[src/port_pins_pkg.sv]
`default_nettype none
package port_pins_pkg;
   // Bus and data widths
   localparam int DATA_W = 8;
   localparam int ADDR_W = 12;
   localparam int J_W = 2;
   localparam int J_LO = 6;
   typedef logic [7:0] idx_t;
   typedef logic [DATA_W-1:0] byte_t;
   // Register indices, byte address is four times the index
   localparam idx_t IDX_T_DIR = 8'h02;
   localparam idx_t IDX_S_DIR = 8'h0A;
   localparam idx_t IDX_M_DIR = 8'h12;
   localparam idx_t IDX_P_DATA = 8'h18;
   localparam idx_t IDX_P_INPUT = 8'h19;
   localparam idx_t IDX_P_DIR = 8'h1A;
   localparam idx_t IDX_P_DRIVE = 8'h1B;
   localparam idx_t IDX_P_EDGE = 8'h1D;
   localparam idx_t IDX_P_IRQ_EN = 8'h1E;
   localparam idx_t IDX_P_IRQ_FLAGS = 8'h1F;
   localparam idx_t IDX_J_IRQ_EN = 8'h2E;
   localparam idx_t IDX_J_IRQ_FLAGS = 8'h2F;
   localparam idx_t IDX_MISC_CFG = 8'h30;
   localparam idx_t IDX_PRIO = 8'h31;
   localparam idx_t IDX_EV_STATUS = 8'h32;
   localparam idx_t IDX_EV_MASK = 8'h33;
   // Reset values
   localparam byte_t RST_BYTE = 8'h00;
   localparam byte_t RST_MISC = 8'h03;
   // Field positions in the misc configuration register
   localparam int MISC_S_PULL = 0;
   localparam int MISC_M_PULL = 1;
   localparam int MISC_T_PULL = 2;
   localparam int MISC_S_WOR = 3;
   localparam int MISC_M_WOR = 4;
   // Event status bits
   localparam int EV_P = 0;
   localparam int EV_J = 1;
   // Vectors and elevation codes
   localparam logic [15:0] VEC_NONE = 16'h0000;
   localparam logic [15:0] VEC_P = 16'hFF8E;
   localparam logic [15:0] VEC_J = 16'hFFCE;
   localparam byte_t ELEV_P = 8'h8E;
   localparam byte_t ELEV_J = 8'hCE;
endpackage
`default_nettype wire

[src/reg_bus_if.sv]
`timescale 1ns/1ps
`default_nettype none
interface reg_bus_if;
   import port_pins_pkg::*;
   idx_t idx;
   byte_t wdata;
   logic cap;
   logic wr;
   logic rd;
   byte_t rdata;
   logic err;
   modport bus (output idx, wdata, cap, wr, rd, input rdata, err);
   modport regs (input idx, wdata, cap, wr, rd, output rdata, err);
endinterface
`default_nettype wire

[src/apb_reg_slave.sv]
`timescale 1ns/1ps
`default_nettype none
module apb_reg_slave (
   // Clock and reset
   input wire logic core_clk,
   input wire logic rst_n,
   // APB
   input wire logic [port_pins_pkg::ADDR_W-1:0] paddr,
   input wire logic psel,
   input wire logic penable,
   input wire logic pwrite,
   input wire logic [31:0] pwdata,
   output logic [31:0] prdata,
   output logic pready,
   output logic pslverr,
   // Register side
   reg_bus_if.bus rb
);
   import port_pins_pkg::*;
   logic aligned;
   logic next_pready;
   logic next_pslverr;
   logic [31:0] next_prdata;

   // Decode and strobes; write and read side effects at the completion edge
   always_comb begin
      aligned = (paddr[1:0] == 2'b00) && (paddr[ADDR_W-1:10] == '0);
      rb.idx = paddr[9:2];
      rb.wdata = pwdata[DATA_W-1:0];
      rb.cap = psel && penable && !pready;
      rb.wr = psel && penable && pready && pwrite && aligned && !pslverr;
      rb.rd = psel && penable && pready && !pwrite && aligned && !pslverr;
      next_pready = rb.cap;
      next_pslverr = rb.cap ? (!aligned || rb.err) : 1'b0;
      next_prdata = prdata;
      if (rb.cap && !pwrite && aligned && !rb.err) begin
         next_prdata = {24'h000000, rb.rdata};
      end else if (rb.cap) begin
         next_prdata = 32'h00000000;
      end
   end

   // One wait state on every access
   always_ff @(posedge core_clk or negedge rst_n) begin
      if (!rst_n) begin
         pready <= 1'b0;
         pslverr <= 1'b0;
         prdata <= 32'h00000000;
      end else begin
         pready <= next_pready;
         pslverr <= next_pslverr;
         prdata <= next_prdata;
      end
   end
endmodule
`default_nettype wire

[src/pin_sync_edge.sv]
`timescale 1ns/1ps
`default_nettype none
module pin_sync_edge #(
   parameter int W = 8
) (
   // Clock and reset
   input wire logic core_clk,
   input wire logic rst_n,
   // Pins and edge selection
   input wire logic [W-1:0] pins,
   input wire logic [W-1:0] rise_sel,
   // Filtered level and edge pulses
   output logic [W-1:0] level,
   output logic [W-1:0] edge_seen
);
   logic [W-1:0] s1;
   logic [W-1:0] s2;
   logic [W-1:0] s3;
   logic [W-1:0] next_level;

   // Level moves only once stages two and three agree
   always_comb begin
      next_level = (s2 & s3) | (level & (s2 ^ s3));
      edge_seen = (rise_sel & ~level & next_level) | (~rise_sel & level & ~next_level);
   end

   // Three-stage synchroniser
   always_ff @(posedge core_clk or negedge rst_n) begin
      if (!rst_n) begin
         s1 <= '0;
         s2 <= '0;
         s3 <= '0;
         level <= '0;
      end else begin
         s1 <= pins;
         s2 <= s1;
         s3 <= s2;
         level <= next_level;
      end
   end
endmodule
`default_nettype wire

[src/port_integration_pins.sv]
`timescale 1ns/1ps
`default_nettype none
module port_integration_pins (
   // Clock and reset
   input wire logic core_clk,
   input wire logic reset_n,
   // APB
   input wire logic [port_pins_pkg::ADDR_W-1:0] paddr,
   input wire logic psel,
   input wire logic penable,
   input wire logic pwrite,
   input wire logic [31:0] pwdata,
   output logic [31:0] prdata,
   output logic pready,
   output logic pslverr,
   // Port P pins
   input wire logic [7:0] port_p_in,
   output logic [7:0] port_p_out,
   output logic [7:0] port_p_oe_n,
   output logic [7:0] port_p_reduced,
   // Port J pins 7:6
   input wire logic [port_pins_pkg::J_W-1:0] port_j_in,
   // Ports T, S and M configuration
   output logic [7:0] port_t_dir,
   output logic [7:0] port_s_dir,
   output logic [7:0] port_m_dir,
   output logic port_t_pull,
   output logic port_s_pull,
   output logic port_m_pull,
   output logic port_s_wired_or,
   output logic port_m_wired_or,
   // CPU side
   input wire logic cpu_i_mask,
   output logic irq_port_p,
   output logic irq_port_j,
   output logic [15:0] irq_vector,
   output logic irq_elevated,
   output logic wake_req,
   output logic event_irq
);
   import port_pins_pkg::*;

   reg_bus_if rb ();
   logic rst_q1;
   logic rst_n_sync;
   byte_t p_level;
   byte_t p_edge;
   logic [J_W-1:0] j_level;
   logic [J_W-1:0] j_edge;
   byte_t p_data, next_p_data;
   byte_t p_dir, next_p_dir;
   byte_t p_drive, next_p_drive;
   byte_t p_rise, next_p_rise;
   byte_t p_en, next_p_en;
   byte_t p_flags, next_p_flags;
   logic [J_W-1:0] j_rise, next_j_rise;
   logic [J_W-1:0] j_en, next_j_en;
   logic [J_W-1:0] j_flags, next_j_flags;
   byte_t t_dir, next_t_dir;
   byte_t s_dir, next_s_dir;
   byte_t m_dir, next_m_dir;
   byte_t misc, next_misc;
   byte_t prio, next_prio;
   logic [1:0] ev, next_ev;
   logic [1:0] ev_mask, next_ev_mask;
   logic [1:0] ev_snap, next_ev_snap;
   logic p_req, j_req;
   logic [15:0] next_vector;
   logic next_elevated;
   byte_t p_readback;

   // Reset release through two flops
   always_ff @(posedge core_clk or negedge reset_n) begin
      if (!reset_n) begin
         rst_q1 <= 1'b0;
         rst_n_sync <= 1'b0;
      end else begin
         rst_q1 <= 1'b1;
         rst_n_sync <= rst_q1;
      end
   end

   apb_reg_slave u_apb (
      .core_clk(core_clk),
      .rst_n(rst_n_sync),
      .paddr(paddr),
      .psel(psel),
      .penable(penable),
      .pwrite(pwrite),
      .pwdata(pwdata),
      .prdata(prdata),
      .pready(pready),
      .pslverr(pslverr),
      .rb(rb)
   );

   pin_sync_edge #(.W(DATA_W)) u_sync_p (
      .core_clk(core_clk),
      .rst_n(rst_n_sync),
      .pins(port_p_in),
      .rise_sel(p_rise),
      .level(p_level),
      .edge_seen(p_edge)
   );

   pin_sync_edge #(.W(J_W)) u_sync_j (
      .core_clk(core_clk),
      .rst_n(rst_n_sync),
      .pins(port_j_in),
      .rise_sel(j_rise),
      .level(j_level),
      .edge_seen(j_edge)
   );

   // Output pins show latch, input pins show synchronised level
   assign p_readback = (p_dir & p_data) | (~p_dir & p_level);

   // Register read mux and unmapped detection
   always_comb begin
      rb.rdata = RST_BYTE;
      rb.err = 1'b0;
      if (rb.idx == IDX_P_DATA) begin
         rb.rdata = p_readback;
      end else if (rb.idx == IDX_P_INPUT) begin
         rb.rdata = p_level;
      end else if (rb.idx == IDX_P_DIR) begin
         rb.rdata = p_dir;
      end else if (rb.idx == IDX_P_DRIVE) begin
         rb.rdata = p_drive;
      end else if (rb.idx == IDX_P_EDGE) begin
         rb.rdata = p_rise;
      end else if (rb.idx == IDX_P_IRQ_EN) begin
         rb.rdata = p_en;
      end else if (rb.idx == IDX_P_IRQ_FLAGS) begin
         rb.rdata = p_flags;
      end else if (rb.idx == IDX_J_IRQ_EN) begin
         rb.rdata = {j_en, 6'h00};
      end else if (rb.idx == IDX_J_IRQ_FLAGS) begin
         rb.rdata = {j_flags, 6'h00};
      end else if (rb.idx == IDX_T_DIR) begin
         rb.rdata = t_dir;
      end else if (rb.idx == IDX_S_DIR) begin
         rb.rdata = s_dir;
      end else if (rb.idx == IDX_M_DIR) begin
         rb.rdata = m_dir;
      end else if (rb.idx == IDX_MISC_CFG) begin
         rb.rdata = misc;
      end else if (rb.idx == IDX_PRIO) begin
         rb.rdata = prio;
      end else if (rb.idx == IDX_EV_STATUS) begin
         rb.rdata = {6'h00, ev};
      end else if (rb.idx == IDX_EV_MASK) begin
         rb.rdata = {6'h00, ev_mask};
      end else begin
         rb.err = 1'b1;
      end
   end

   // Next state of registers, flags and interrupt outputs
   always_comb begin
      next_p_data = p_data;
      next_p_dir = p_dir;
      next_p_drive = p_drive;
      next_p_rise = p_rise;
      next_p_en = p_en;
      next_j_rise = j_rise;
      next_j_en = j_en;
      next_t_dir = t_dir;
      next_s_dir = s_dir;
      next_m_dir = m_dir;
      next_misc = misc;
      next_prio = prio;
      next_ev_mask = ev_mask;
      if (rb.wr) begin
         if (rb.idx == IDX_P_DATA) begin
            next_p_data = rb.wdata;
         end else if (rb.idx == IDX_P_DIR) begin
            next_p_dir = rb.wdata;
         end else if (rb.idx == IDX_P_DRIVE) begin
            next_p_drive = rb.wdata;
         end else if (rb.idx == IDX_P_EDGE) begin
            next_p_rise = rb.wdata;
         end else if (rb.idx == IDX_P_IRQ_EN) begin
            next_p_en = rb.wdata;
         end else if (rb.idx == IDX_J_IRQ_EN) begin
            next_j_en = rb.wdata[DATA_W-1:J_LO];
         end else if (rb.idx == IDX_T_DIR) begin
            next_t_dir = rb.wdata;
         end else if (rb.idx == IDX_S_DIR) begin
            next_s_dir = rb.wdata;
         end else if (rb.idx == IDX_M_DIR) begin
            next_m_dir = rb.wdata;
         end else if (rb.idx == IDX_MISC_CFG) begin
            next_misc = rb.wdata;
         end else if (rb.idx == IDX_PRIO) begin
            next_prio = rb.wdata;
         end else if (rb.idx == IDX_EV_MASK) begin
            next_ev_mask = rb.wdata[1:0];
         end
      end
      // Port J edge polarity shares the port P polarity bits 7:6
      next_j_rise = next_p_rise[DATA_W-1:J_LO];
      // Sticky flags, write one clears, a new edge wins
      next_p_flags = p_flags;
      next_j_flags = j_flags;
      if (rb.wr && rb.idx == IDX_P_IRQ_FLAGS) begin
         next_p_flags = p_flags & ~rb.wdata;
      end
      if (rb.wr && rb.idx == IDX_J_IRQ_FLAGS) begin
         next_j_flags = j_flags & ~rb.wdata[DATA_W-1:J_LO];
      end
      next_p_flags = next_p_flags | p_edge;
      next_j_flags = next_j_flags | j_edge;
      // Event status, cleared by reading only the bits that were reported
      next_ev_snap = ev_snap;
      if (rb.cap && rb.idx == IDX_EV_STATUS) begin
         next_ev_snap = ev;
      end
      next_ev = ev;
      if (rb.rd && rb.idx == IDX_EV_STATUS) begin
         next_ev = ev & ~ev_snap;
      end
      next_ev[EV_P] = next_ev[EV_P] | (|p_edge);
      next_ev[EV_J] = next_ev[EV_J] | (|j_edge);
      // Separate requests per port, gated by local enables; CPU mask applied only at the irq outputs
      p_req = |(p_flags & p_en);
      j_req = |(j_flags & j_en);
      // Elevated source first, otherwise J outranks P
      next_vector = VEC_NONE;
      next_elevated = 1'b0;
      if (p_req && prio == ELEV_P) begin
         next_vector = VEC_P;
         next_elevated = 1'b1;
      end else if (j_req && prio == ELEV_J) begin
         next_vector = VEC_J;
         next_elevated = 1'b1;
      end else if (j_req) begin
         next_vector = VEC_J;
      end else if (p_req) begin
         next_vector = VEC_P;
      end
   end

   // Register state; reset values give inputs, full drive, interrupts off
   always_ff @(posedge core_clk or negedge rst_n_sync) begin
      if (!rst_n_sync) begin
         p_data <= RST_BYTE;
         p_dir <= RST_BYTE;
         p_drive <= RST_BYTE;
         p_rise <= RST_BYTE;
         p_en <= RST_BYTE;
         p_flags <= RST_BYTE;
         j_rise <= '0;
         j_en <= '0;
         j_flags <= '0;
         t_dir <= RST_BYTE;
         s_dir <= RST_BYTE;
         m_dir <= RST_BYTE;
         misc <= RST_MISC;
         prio <= RST_BYTE;
         ev <= 2'b00;
         ev_mask <= 2'b00;
         ev_snap <= 2'b00;
      end else begin
         p_data <= next_p_data;
         p_dir <= next_p_dir;
         p_drive <= next_p_drive;
         p_rise <= next_p_rise;
         p_en <= next_p_en;
         p_flags <= next_p_flags;
         j_rise <= next_j_rise;
         j_en <= next_j_en;
         j_flags <= next_j_flags;
         t_dir <= next_t_dir;
         s_dir <= next_s_dir;
         m_dir <= next_m_dir;
         misc <= next_misc;
         prio <= next_prio;
         ev <= next_ev;
         ev_mask <= next_ev_mask;
         ev_snap <= next_ev_snap;
      end
   end

   // Pin and interrupt outputs, each from its own flop
   always_ff @(posedge core_clk or negedge rst_n_sync) begin
      if (!rst_n_sync) begin
         port_p_out <= RST_BYTE;
         port_p_oe_n <= 8'hFF;
         port_p_reduced <= RST_BYTE;
         port_t_dir <= RST_BYTE;
         port_s_dir <= RST_BYTE;
         port_m_dir <= RST_BYTE;
         port_t_pull <= RST_MISC[MISC_T_PULL];
         port_s_pull <= RST_MISC[MISC_S_PULL];
         port_m_pull <= RST_MISC[MISC_M_PULL];
         port_s_wired_or <= RST_MISC[MISC_S_WOR];
         port_m_wired_or <= RST_MISC[MISC_M_WOR];
         irq_port_p <= 1'b0;
         irq_port_j <= 1'b0;
         irq_vector <= VEC_NONE;
         irq_elevated <= 1'b0;
         wake_req <= 1'b0;
         event_irq <= 1'b0;
      end else begin
         port_p_out <= next_p_data;
         port_p_oe_n <= ~next_p_dir;
         port_p_reduced <= next_p_drive & next_p_dir;
         port_t_dir <= next_t_dir;
         port_s_dir <= next_s_dir;
         port_m_dir <= next_m_dir;
         port_t_pull <= next_misc[MISC_T_PULL];
         port_s_pull <= next_misc[MISC_S_PULL];
         port_m_pull <= next_misc[MISC_M_PULL];
         port_s_wired_or <= next_misc[MISC_S_WOR];
         port_m_wired_or <= next_misc[MISC_M_WOR];
         irq_port_p <= p_req && !cpu_i_mask;
         irq_port_j <= j_req && !cpu_i_mask;
         irq_vector <= cpu_i_mask ? VEC_NONE : next_vector;
         irq_elevated <= !cpu_i_mask && next_elevated;
         wake_req <= p_req || j_req;
         event_irq <= |(next_ev & next_ev_mask);
      end
   end

   // Checks
   oe_follows_dir_a: assert property (@(posedge core_clk) disable iff (!rst_n_sync)
      port_p_oe_n == ~p_dir) else $error("output enable differs from direction");
   readback_mux_a: assert property (@(posedge core_clk) disable iff (!rst_n_sync)
      rb.cap && !pwrite && rb.idx == IDX_P_DATA && paddr[1:0] == 2'b00
      && paddr[ADDR_W-1:10] == '0 |=> prdata[7:0] == $past(p_readback))
      else $error("data readback wrong");
   reduced_gated_a: assert property (@(posedge core_clk) disable iff (!rst_n_sync)
      port_p_reduced == (p_drive & p_dir)) else $error("reduced drive on input pin");
   drive_offset_a: assert property (@(posedge core_clk) disable iff (!rst_n_sync)
      psel && penable && pready && pwrite && !pslverr && paddr == {2'b00, IDX_P_DRIVE, 2'b00}
      |=> p_drive == $past(pwdata[7:0])) else $error("drive register write lost");
   reset_ports_a: assert property (@(posedge core_clk)
      $rose(rst_n_sync) |-> p_dir == RST_BYTE && p_en == RST_BYTE && j_en == '0
      && port_p_oe_n == 8'hFF) else $error("interrupt port reset state wrong");
   reset_serial_a: assert property (@(posedge core_clk)
      $rose(rst_n_sync) |-> port_s_pull && port_m_pull && !port_s_wired_or
      && !port_m_wired_or && port_s_dir == RST_BYTE) else $error("serial port reset wrong");
   reset_timer_a: assert property (@(posedge core_clk)
      $rose(rst_n_sync) |-> !port_t_pull && port_t_dir == RST_BYTE)
      else $error("timer port reset wrong");
   irq_p_gate_a: assert property (@(posedge core_clk) disable iff (!rst_n_sync)
      irq_port_p |-> $past(|(p_flags & p_en)) && !$past(cpu_i_mask))
      else $error("port P request without enabled flag");
   irq_j_gate_a: assert property (@(posedge core_clk) disable iff (!rst_n_sync)
      irq_port_j |-> $past(|(j_flags & j_en)) && !$past(cpu_i_mask))
      else $error("port J request without enabled flag");
   elevate_p_a: assert property (@(posedge core_clk) disable iff (!rst_n_sync)
      irq_elevated && irq_vector == VEC_P |-> $past(prio) == ELEV_P)
      else $error("port P elevated without code");
   vector_j_a: assert property (@(posedge core_clk) disable iff (!rst_n_sync)
      irq_port_j && $past(prio) != ELEV_P |-> irq_vector == VEC_J)
      else $error("port J vector wrong");
   wake_on_flag_a: assert property (@(posedge core_clk) disable iff (!rst_n_sync)
      (|(j_flags & j_en)) |=> wake_req) else $error("no wake on enabled flag");
   flag_sticky_a: assert property (@(posedge core_clk) disable iff (!rst_n_sync)
      p_flags[0] && !(rb.wr && rb.idx == IDX_P_IRQ_FLAGS && rb.wdata[0]) |=> p_flags[0])
      else $error("flag lost without clear");
   edge_sets_a: assert property (@(posedge core_clk) disable iff (!rst_n_sync)
      p_edge[0] |=> p_flags[0] ##1 (irq_port_p || !$past(p_en[0]) || $past(cpu_i_mask)))
      else $error("edge did not reach request");
   p_irq_c: cover property (@(posedge core_clk) disable iff (!rst_n_sync) $rose(irq_port_p));
   j_irq_c: cover property (@(posedge core_clk) disable iff (!rst_n_sync) $rose(irq_port_j));
   elev_c: cover property (@(posedge core_clk) disable iff (!rst_n_sync) irq_elevated);
   ev_clear_c: cover property (@(posedge core_clk) disable iff (!rst_n_sync)
      rb.rd && rb.idx == IDX_EV_STATUS && ev != 2'b00);
endmodule
`default_nettype wire

[config.mk]
export PLATFORM = sky130hd
export DESIGN_NAME = port_integration_pins
export DESIGN_NICKNAME = d
export VERILOG_FILES = /design/src/port_pins_pkg.sv /design/src/reg_bus_if.sv /design/src/apb_reg_slave.sv /design/src/pin_sync_edge.sv /design/src/port_integration_pins.sv
export SDC_FILE = /design/constraint.sdc
export NUM_CORES = 1
export LEC_CHECK = 0
export ABC_AREA = 1
export BUFFER_PORTS_ARGS = -buffer_cell sky130_fd_sc_hd__buf_2
export CAP_MARGIN = 10
export CORE_MARGIN = 5
export CORE_UTILIZATION = 49
export CTS_CLUSTER_DIAMETER = 200
export DETAILED_ROUTE_END_ITERATION = 10
export GPL_ROUTABILITY_DRIVEN = 0
export PLACE_DENSITY = 0.81
export SLEW_MARGIN = 20
export SYNTH_ARGS = -nofsm -noshare
export SYNTH_HDL_FRONTEND = slang
export SYNTH_SLANG_ARGS = --single-unit
[constraint.sdc]
create_clock -name core_clk -period 4.9 [get_ports core_clk]
set_input_delay 0.245 -clock core_clk [delete_from_list [all_inputs] [get_ports core_clk]]
set_output_delay 0.245 -clock core_clk [all_outputs]
set_load 0.1 [all_outputs]
# Word level (Yosys, flattened, before mapping)

Index checks and enable logic that the tools add are counted.

Output and inout port bits: 108
Logic and storage cells: 238
Register bits after elaboration: 216

Equal/unequal tests: 18
Bitwise operators: 53
Reductions and logical operators: 47
Muxes and demuxes: 76

Operators by type and width:

| operator             | number |
|---|---|
| $mux W8              | 22 |
| $and A8 B8 Y8        | 11 |
| $mux W16             | 5 |
| $eq A8 B5 Y1 const B | 8 |
| $mux W32             | 2 |
| $mux W5              | 11 |
| $eq A8 B6 Y1 const B | 6 |
| $not A8 Y8           | 6 |
| $mux W2              | 17 |
| $or A8 B8 Y8         | 4 |
| $logic_and A1 B1 Y1  | 22 |
| $and A2 B2 Y2        | 10 |
| $mux W1              | 19 |
| $eq A8 B8 Y1 const B | 2 |
| $reduce_or A8 Y1     | 2 |
| $reduce_and A12 Y1   | 1 |
| $reduce_and A11 Y1   | 1 |
| $not A1 Y1           | 10 |
| $not A2 Y2           | 5 |
| $reduce_and A10 Y1   | 1 |
| $reduce_and A9 Y1    | 1 |
| $eq A8 B2 Y1 const B | 1 |
| $eq A8 B4 Y1 const B | 1 |
| $reduce_and A8 Y1    | 1 |
| other kinds (13)     | 25 |

# Logic depth before layout (Yosys ltp)

Gate-level depths: netlist (run 1).

Word-level depth: 20
Depth in mapped cells: 18
Mapped depth without buffers: 18

# Cells and area by module

From an unflattened synthesis (run 1), not the netlist that was laid out.

Cell total of the unflattened synthesis: 975
Area, all modules: 8358.0 sq um

By module, submodules not included:

| module                   | area each (sq um) | cells each | times used |
|---|---|---|---|
| port_integration_pins    | 6107.1            | 755        | 1 |
| pin_sync_edge (u_sync_p) | 1201.2            | 104        | 1 |
| apb_reg_slave            | 749.5             | 90         | 1 |
| pin_sync_edge (u_sync_j) | 300.3             | 26         | 1 |

# Least setup slack after synthesis (run 1)

OpenSTA, ideal clock, no wires.

Kind: flip-flop to flip-flop
From: register u_apb.pready
To: register p_rise[7]
Data arrival time: 2005 ps
Setup time: 130 ps
Cell stages (with the launch flop): 9
Path slack: 2766 ps
Clock period less this slack: 2134 ps
Required time: 4770 ps
Path buffers: 2
Path through: dfrtp_1 -> inv_1 -> nor2_1 -> nand4_2 -> or2_1 -> buf_2 -> buf_2 -> nand2_1 -> o21ai_1

Cells in the longest elaborated chain, start to end: 5

RTL lines:

| what                               | line                         | RTL |
|---|---|---|
| start: declaration                 | apb_reg_slave.sv:14          | `output logic pready,` |
| start signal: assignment           | apb_reg_slave.sv:50          | `pready <= next_pready;` |
| $logic_and A1 B1 Y1 (4 in series)  | apb_reg_slave.sv:31          | `rb.wr = psel && penable && pready && pwrite && aligned && !pslverr;` |
| $reduce_and A5 Y1 (no source line) | -                            |  |
| end signal: assignment             | port_integration_pins.sv:268 | `p_rise <= next_p_rise;` |
| end: declaration                   | port_integration_pins.sv:53  | `byte_t p_rise, next_p_rise;` |

Every way passes these cells.
A chain may end at the register's enable or synchronous reset.

# Worst setup path after layout (run 1)

From: register u_apb.pready
To: register u_apb.prdata[6]

Cells in the longest elaborated chain, start to end: 6
Elaborated cells between the ends (all ways): 7

RTL lines:

| what                                                  | line                | RTL |
|---|---|---|
| $logic_not A1 Y1 (*)                                  | apb_reg_slave.sv:30 | `rb.cap = psel && penable && !pready;` |
| $logic_and A1 B1 Y1 (*)                               | apb_reg_slave.sv:30 |  |
| named net rb.cap                                      | reg_bus_if.sv:7     | `logic cap;` |
| $logic_and A1 B1 Y1 (3 in series)                     | apb_reg_slave.sv:36 | `if (rb.cap && !pwrite && aligned && !rb.err) begin` |
| $mux W32 / $reduce_bool A2 Y1 (equally long branches) | -                   |  |
| end signal: assignment                                | apb_reg_slave.sv:52 | `prdata <= next_prdata;` |
| end: declaration                                      | apb_reg_slave.sv:13 | `output logic [31:0] prdata,` |

Mark *: on every way through the listed nets, which the timed path passes. The rest lies on a longest branch.

==> flow_summary.json, run 1 <==
{
  "core_area_mm2": 0.0158,
  "yosys.cell_count.top_type": "sky130_fd_sc_hd__nand2_1",
  "synth_seq_area_share_pct": 55.0,
  "finalHoldViolations": 0,
  "clock-skew-final_ns": 0.00800,
  "floorplan.die_area_mm2": 0.0188,
  "timing.critical_path.cells": "nor2_1, clkinv_1, nor2_1, nand3_2, a31oi_1, nand2_1, nand2_1",
  "synthDominantCellAreaShare_pct": 51.6,
  "row_count": 46,
  "yosysTopAreaCell": "sky130_fd_sc_hd__dfrtp_1",
  "share_comb_of_total_power_pct": 7.9,
  "placed_cells": 1213,
  "clockPowerShare_pct": 44.3,
  "initial_utilization_pct": 49.9,
  "power_density_mw_per_mm2": 334,
  "p_int_mw": 2.27,
  "ys_dominant_reg_cell": "sky130_fd_sc_hd__dfrtp_1",
  "clock_latency_ns": 0.44,
  "netSwitchingPower_mw": 0.808,
  "cts_max_path_buffers": 2,
  "cts_resized": 0,
  "clockRootBuffer": "sky130_fd_sc_hd__clkbuf_16",
  "vdd_ir_drop_max_v": 0.000233,
  "post-cts-setup-buffer-count": 0,
  "drive_above_1_share_pct": 18.9,
  "postSynth.asyncResetShare_pct": 100,
  "grt_use_total_pct": 22.0,
  "fin_ws_ns": 2.93,
  "setup-violations-final": 0,
  "grt_pass1_wl_um": 31800,
  "total_number_of_h_tree_levels": 4,
  "numPortBuffers": 116,
  "cp-start-kind": "register",
  "final_standard_cell_area_without_fillers_mm2": 0.00922,
  "layout.core_utilization_pct": 58.3,
  "layout_worst_path_cycle_share_pct": 40.1,
  "drt_first_pass_iters": 5,
  "count_of_flip_flops_with_a_built_in_enable_after_synthesis": 0,
  "maxSlewViolCount": 0,
  "post_synth_inst_count": 907,
  "max_cap_violations": 0,
  "report.power.total_mw": 3.08,
  "min_path_type": "in2reg",
  "path_clk_slew_ns": 0.07,
  "floorplan.die.width_um": 137,
  "postSynthAreaPerCell_um2": 8.71,
  "cts_tree": "done",
  "outcome": "completed",
  "vias_in_the_first_global_route": 6182,
  "nNetsFinal": 1099,
  "max_slew_margin_pct": 33.7,
  "fmaxAchievable_mhz": 509,
  "syn_area_mm2": 0.00790,
  "critical_path_class": "reg2reg",
  "critPathRequiredTime_ns": 5.28,
  "wl_per_instance_um": 15.9,
  "arrival_ns": 2.34,
  "largest_net_degree_at_the_start_of_global_routing": 64,
  "fin_tns_setup_ns": 0,
  "height_of_the_die_um": 137,
  "synth_top_cells_by_count": "sky130_fd_sc_hd__nand2_1, sky130_fd_sc_hd__dfrtp_1, sky130_fd_sc_hd__inv_1",
  "worstPathMaxFanout": 10,
  "drtIter0Drc": 519,
  "cellLeakagePower_nw": 4.72,
  "pre_cts_ws_ns": 2.65,
  "detail-route-antenna-nets": 0,
  "grt_setup_unrepaired": "no",
  "drc": 0,
  "placed_cell_area_mm2": 0.00849,
  "tritoncts.num_buffers": 17,
  "timing.hold.ws_ns": 0.00668,
  "register_bit_count_reported_by_yosys": 173,
  "synth-warning-count": 0,
  "finalWirelength_um": 20000,
  "dr_total_vias": 6534,
  "areaGrowthSynthToFinish_pct": 16.8,
  "cts.sinks": 173,
  "antenna_found_initial": 1,
  "critPathSlowestCell": "sky130_fd_sc_hd__clkinv_1",
  "tightest_slew_ns": 0.991,
  "final-instance-count-excl-fill": 1259,
  "final.min_clock_period_ns": 1.97,
  "gr-total-overflow": 0,
  "boundaryPins": 168,
  "viasPerCell": 5.19,
  "endpoint_kind": "register",
  "seqPwrFrac_pct": 47.8,
  "synth_top_area_cells": "sky130_fd_sc_hd__dfrtp_1, sky130_fd_sc_hd__nand2_1, sky130_fd_sc_hd__inv_1, sky130_fd_sc_hd__o21ai_0, sky130_fd_sc_hd__buf_4",
  "netlist-cell-type-count": 39,
  "switching_share_pct": 26.2,
  "post_dp_hpwl_um": 14200,
  "max_stage_delay_on_crit_path_ns": 0.41
}
==> path summary, 6_finish.rpt <==
kind                              startpoint               to  slack [ns]  cells past startpoint
worst max-delay path            u_apb.pready  u_apb.prdata[6]        2.93                      7
worst min-delay path               pwdata[6]   port_p_oe_n[6]       0.007                      2
worst max register to register  u_apb.pready  u_apb.prdata[6]        2.93                      7
worst min register to register    rst_n_sync    port_s_dir[5]        0.35                      0
max in group asynchronous         rst_n_sync  u_apb.prdata[1]        3.28                      1
min in group asynchronous            reset_n       rst_n_sync        0.14                      2
==> per-layer routing <==
metal	part of all wire [%]	global-route usage [%]
met5	0	0
met2	46	34.0
met1	42	29.5
met3	8.4	5.33
met4	3.4	9.87
==> logic make-up (layout without fill, tap and decap cells) <==
logic type | Yosys count | after routing | synth area share, %
buf+inv | 162 | 271 | 9.88
other cells | 2 | 29 | 0.0951
compound gates | 175 | 175 | 12.4
flops | 173 | 173 | 55.0
simple gates | 385 | 385 | 21.1
fa+ha+maj | 10 | 10 | 1.58
==> what timing repair did <==
action	4_1_cts	5_1_grt
hold endpoints to repair	14	0
endpoints found under the setup margin	0	0
hold buffers	13	0
==> worst max-delay path: cells and delay by family (launching register included) <==
kind | cells | cell delay (ns)
compound gates | 1 | 0.23
buf+inv | 1 | 0.41
flops | 1 | 0.40
simple gates | 5 | 0.86
==> cell usage in the layout (no fill, tap or decap), types with 8 or more instances in the layout <==
cell type and n:
sky130_fd_sc_hd__nor2_1 62, sky130_fd_sc_hd__o21ai_1 37, sky130_fd_sc_hd__a221oi_1 8, sky130_fd_sc_hd__nand3_1 21
sky130_fd_sc_hd__nor3_1 14, sky130_fd_sc_hd__nand4_1 8, sky130_fd_sc_hd__buf_2 116, sky130_fd_sc_hd__nand2_1 244
sky130_fd_sc_hd__a31oi_1 11, sky130_fd_sc_hd__inv_1 99, sky130_fd_sc_hd__dfstp_2 10, sky130_fd_sc_hd__a21oi_1 34
sky130_fd_sc_hd__a21o_1 10, sky130_fd_sc_hd__dfrtp_1 162, sky130_fd_sc_hd__conb_1 28, sky130_fd_sc_hd__o21ai_0 62
sky130_fd_sc_hd__clkbuf_16 17, sky130_fd_sc_hd__dlygate4sd3_1 13, sky130_fd_sc_hd__ha_1 10
==> area by class of cell <==
cell class | count | area (µm²)
Tap cell | 216 | 270
Multi-Input combinational cell | 598 | 2880
Fill cell | 1352 | 6600
Antenna cell | 1 | 2.50
Sequential cell | 173 | 4350
Clock buffer | 18 | 439
Timing Repair Buffer | 131 | 726
Inverter | 108 | 407
Clock inverter | 14 | 159
==> power groups by stage <==
stage	registers (mW)	clock network, mW	logic [mW]
floorplan	1.52	0	0.174
global placement	1.50	0	0.229
detailed placement	1.50	0	0.233
CTS	1.48	1.38	0.242
global route	1.48	1.45	0.262
finish	1.47	1.36	0.243
No activity file was read; power rests on OpenSTA's default activity.
==> inputs of run 2 (changes only) <==
CORE_UTILIZATION = 55   (was 49)
PLACE_DENSITY = 0.85   (was 0.81)
clock period = 2 ns   (was 4.9 ns; I/O delays follow)
==> flow_summary.json, run 2 (same netlist as run 1, synthesis figures left out) <==
{
  "grt_pass1_wl_um": 33400,
  "boundaryPins": 168,
  "worstPathMaxFanout": 7,
  "final.min_clock_period_ns": 1.92,
  "routed_met2_length_um": 9870,
  "floorplan.die.width_um": 130,
  "diodes": 0,
  "path_clk_slew_ns": 0.07,
  "critPathRequiredTime_ns": 2.37,
  "num-fill-cells": 1075,
  "tritoncts.num_buffers": 17,
  "clockRootBuffer": "sky130_fd_sc_hd__clkbuf_16",
  "nNetsFinal": 1125,
  "critical_path_class": "in2reg",
  "clock-skew-final_ns": 0.00909,
  "vdd_ir_drop_max_v": 0.000653,
  "final_standard_cell_area_without_fillers_mm2": 0.00946,
  "post_dp_hpwl_um": 14400,
  "core_area_mm2": 0.0140,
  "maxSlewViolCount": 0,
  "height_of_the_die_um": 130,
  "vias_in_the_first_global_route": 6604,
  "drt_first_pass_iters": 6,
  "fin_tns_setup_ns": 0,
  "power_density_mw_per_mm2": 807,
  "fin_ws_ns": 0.0835,
  "arrival_ns": 2.29,
  "wl_met3_um": 2110,
  "gr-total-overflow": 0,
  "antenna_found_initial": 0,
  "route.top_layer_used": "met4",
  "largest_net_degree_at_the_start_of_global_routing": 92,
  "wl_per_instance_um": 16.9,
  "max_slew_margin_pct": 60.8,
  "drive_above_1_share_pct": 20.5,
  "cp-start-kind": "input pin",
  "floorplan.die_area_mm2": 0.0169,
  "fmaxAchievable_mhz": 522,
  "setup-violations-final": 0,
  "max_cap_violations": 0,
  "cellLeakagePower_nw": 4.86,
  "final-instance-count-excl-fill": 1248,
  "outcome": "completed",
  "m1_wl_um": 8340,
  "areaGrowthSynthToFinish_pct": 19.7,
  "drc": 0,
  "placed_cells": 1192,
  "cts.sinks": 173,
  "numPortBuffers": 116,
  "grt_use_total_pct": 25.6,
  "cts_max_path_buffers": 2,
  "detail-route-antenna-nets": 0,
  "row_count": 43,
  "tightest_slew_ns": 0.587,
  "dr_total_vias": 6879,
  "finalWirelength_um": 21000,
  "pre_cts_ws_ns": 0.150,
  "final_cell_mix": "sky130_fd_sc_hd__nand2_1, sky130_fd_sc_hd__dfrtp_1, sky130_fd_sc_hd__buf_2",
  "clock_latency_ns": 0.43,
  "layout_worst_path_cycle_share_pct": 95.8,
  "mostFrequentLayoutCell": "sky130_fd_sc_hd__nand2_1",
  "min_path_type": "in2reg",
  "placed_cell_area_mm2": 0.00860,
  "grt_setup_unrepaired": "no",
  "cts_tree": "done",
  "viasPerCell": 5.51,
  "initial_utilization_pct": 56.5,
  "report.power.total_mw": 7.64,
  "finalHoldViolations": 0,
  "drtIter0Drc": 724,
  "total_number_of_h_tree_levels": 4,
  "endpoint_kind": "register"
}
## run 2: worst paths after layout
kind / from / end / slack, ns / cells past startpoint
hold / removal: paddr[0] / u_apb.pslverr / 0.14 / 4
setup reg to reg: u_apb.pready / misc[5] / 0.15 / 7
hold reg to reg: rst_n_sync / misc[2] / 0.21 / 0
min in group asynchronous: rst_n_sync / misc[2] / 0.21 / 0
setup / recovery: penable / u_apb.prdata[2] / 0.08 / 12
max in group asynchronous: rst_n_sync / u_apb.pready / 0.97 / 1
## run 2: power breakdown
part           switching [mW]  internal, mW  leakage (nW)
sequential             0.0445          3.56          2.10
clock                    1.50          1.89         0.290
combinational           0.509         0.138          2.46
## run 2: worst max-delay path, stage by stage
cell and delay (ns):
sky130_fd_sc_hd__dlygate4sd3_1 0.52, sky130_fd_sc_hd__buf_2 0.09, sky130_fd_sc_hd__nand2_1 0.07, sky130_fd_sc_hd__dlygate4sd3_1 0.58, sky130_fd_sc_hd__nor2_2 0.17, sky130_fd_sc_hd__inv_2 0.06
sky130_fd_sc_hd__nor2_2 0.15, sky130_fd_sc_hd__nand3_4 0.12, sky130_fd_sc_hd__buf_12 0.16, sky130_fd_sc_hd__nor2_1 0.08, sky130_fd_sc_hd__nand2_1 0.09, sky130_fd_sc_hd__nand2_1 0.09
## run 2: area by class of cell
| type | count | area, µm² | area share [%] |
|---|---|---|---|
| clock buffers | 17 | 425 | 4.50 |
| inverters | 108 | 407 | 4.30 |
| clock inverters | 15 | 176 | 1.86 |
| flip-flops and latches | 173 | 4350 | 45.9 |
| repair buffers | 157 | 983 | 10.4 |
| multi-input cells | 598 | 2900 | 30.6 |
| well taps | 180 | 225 | 2.38 |
## run 2: per-layer routing
| layer | GRT usage, % | up-vias |
|---|---|---|
| met4 | 9.54 | 0 |
| met5 | 0 | - |
| li1 | - | 3167 |
| met3 | 6.59 | 57 |
| met1 | 33.3 | 3241 |
| met2 | 41.6 | 414 |
## run 2: timing repair
action | CTS | global route
endpoints found under the hold margin | 46 | 0
hold buffers | 23 | 0
gates resized for setup | 0 | 6
setup buffers | 0 | 1
endpoints found under the setup margin | 0 | 9
## run 2: through the flow
step | util, % | hold WS (ns)
after floorplan | - | -0.196
after global placement | 61.5 | -0.115
after detailed placement | 61.5 | -0.111
after CTS | 67.4 | 0.124
after global routing | 67.6 | 0.177
final | 67.6 | 0.136
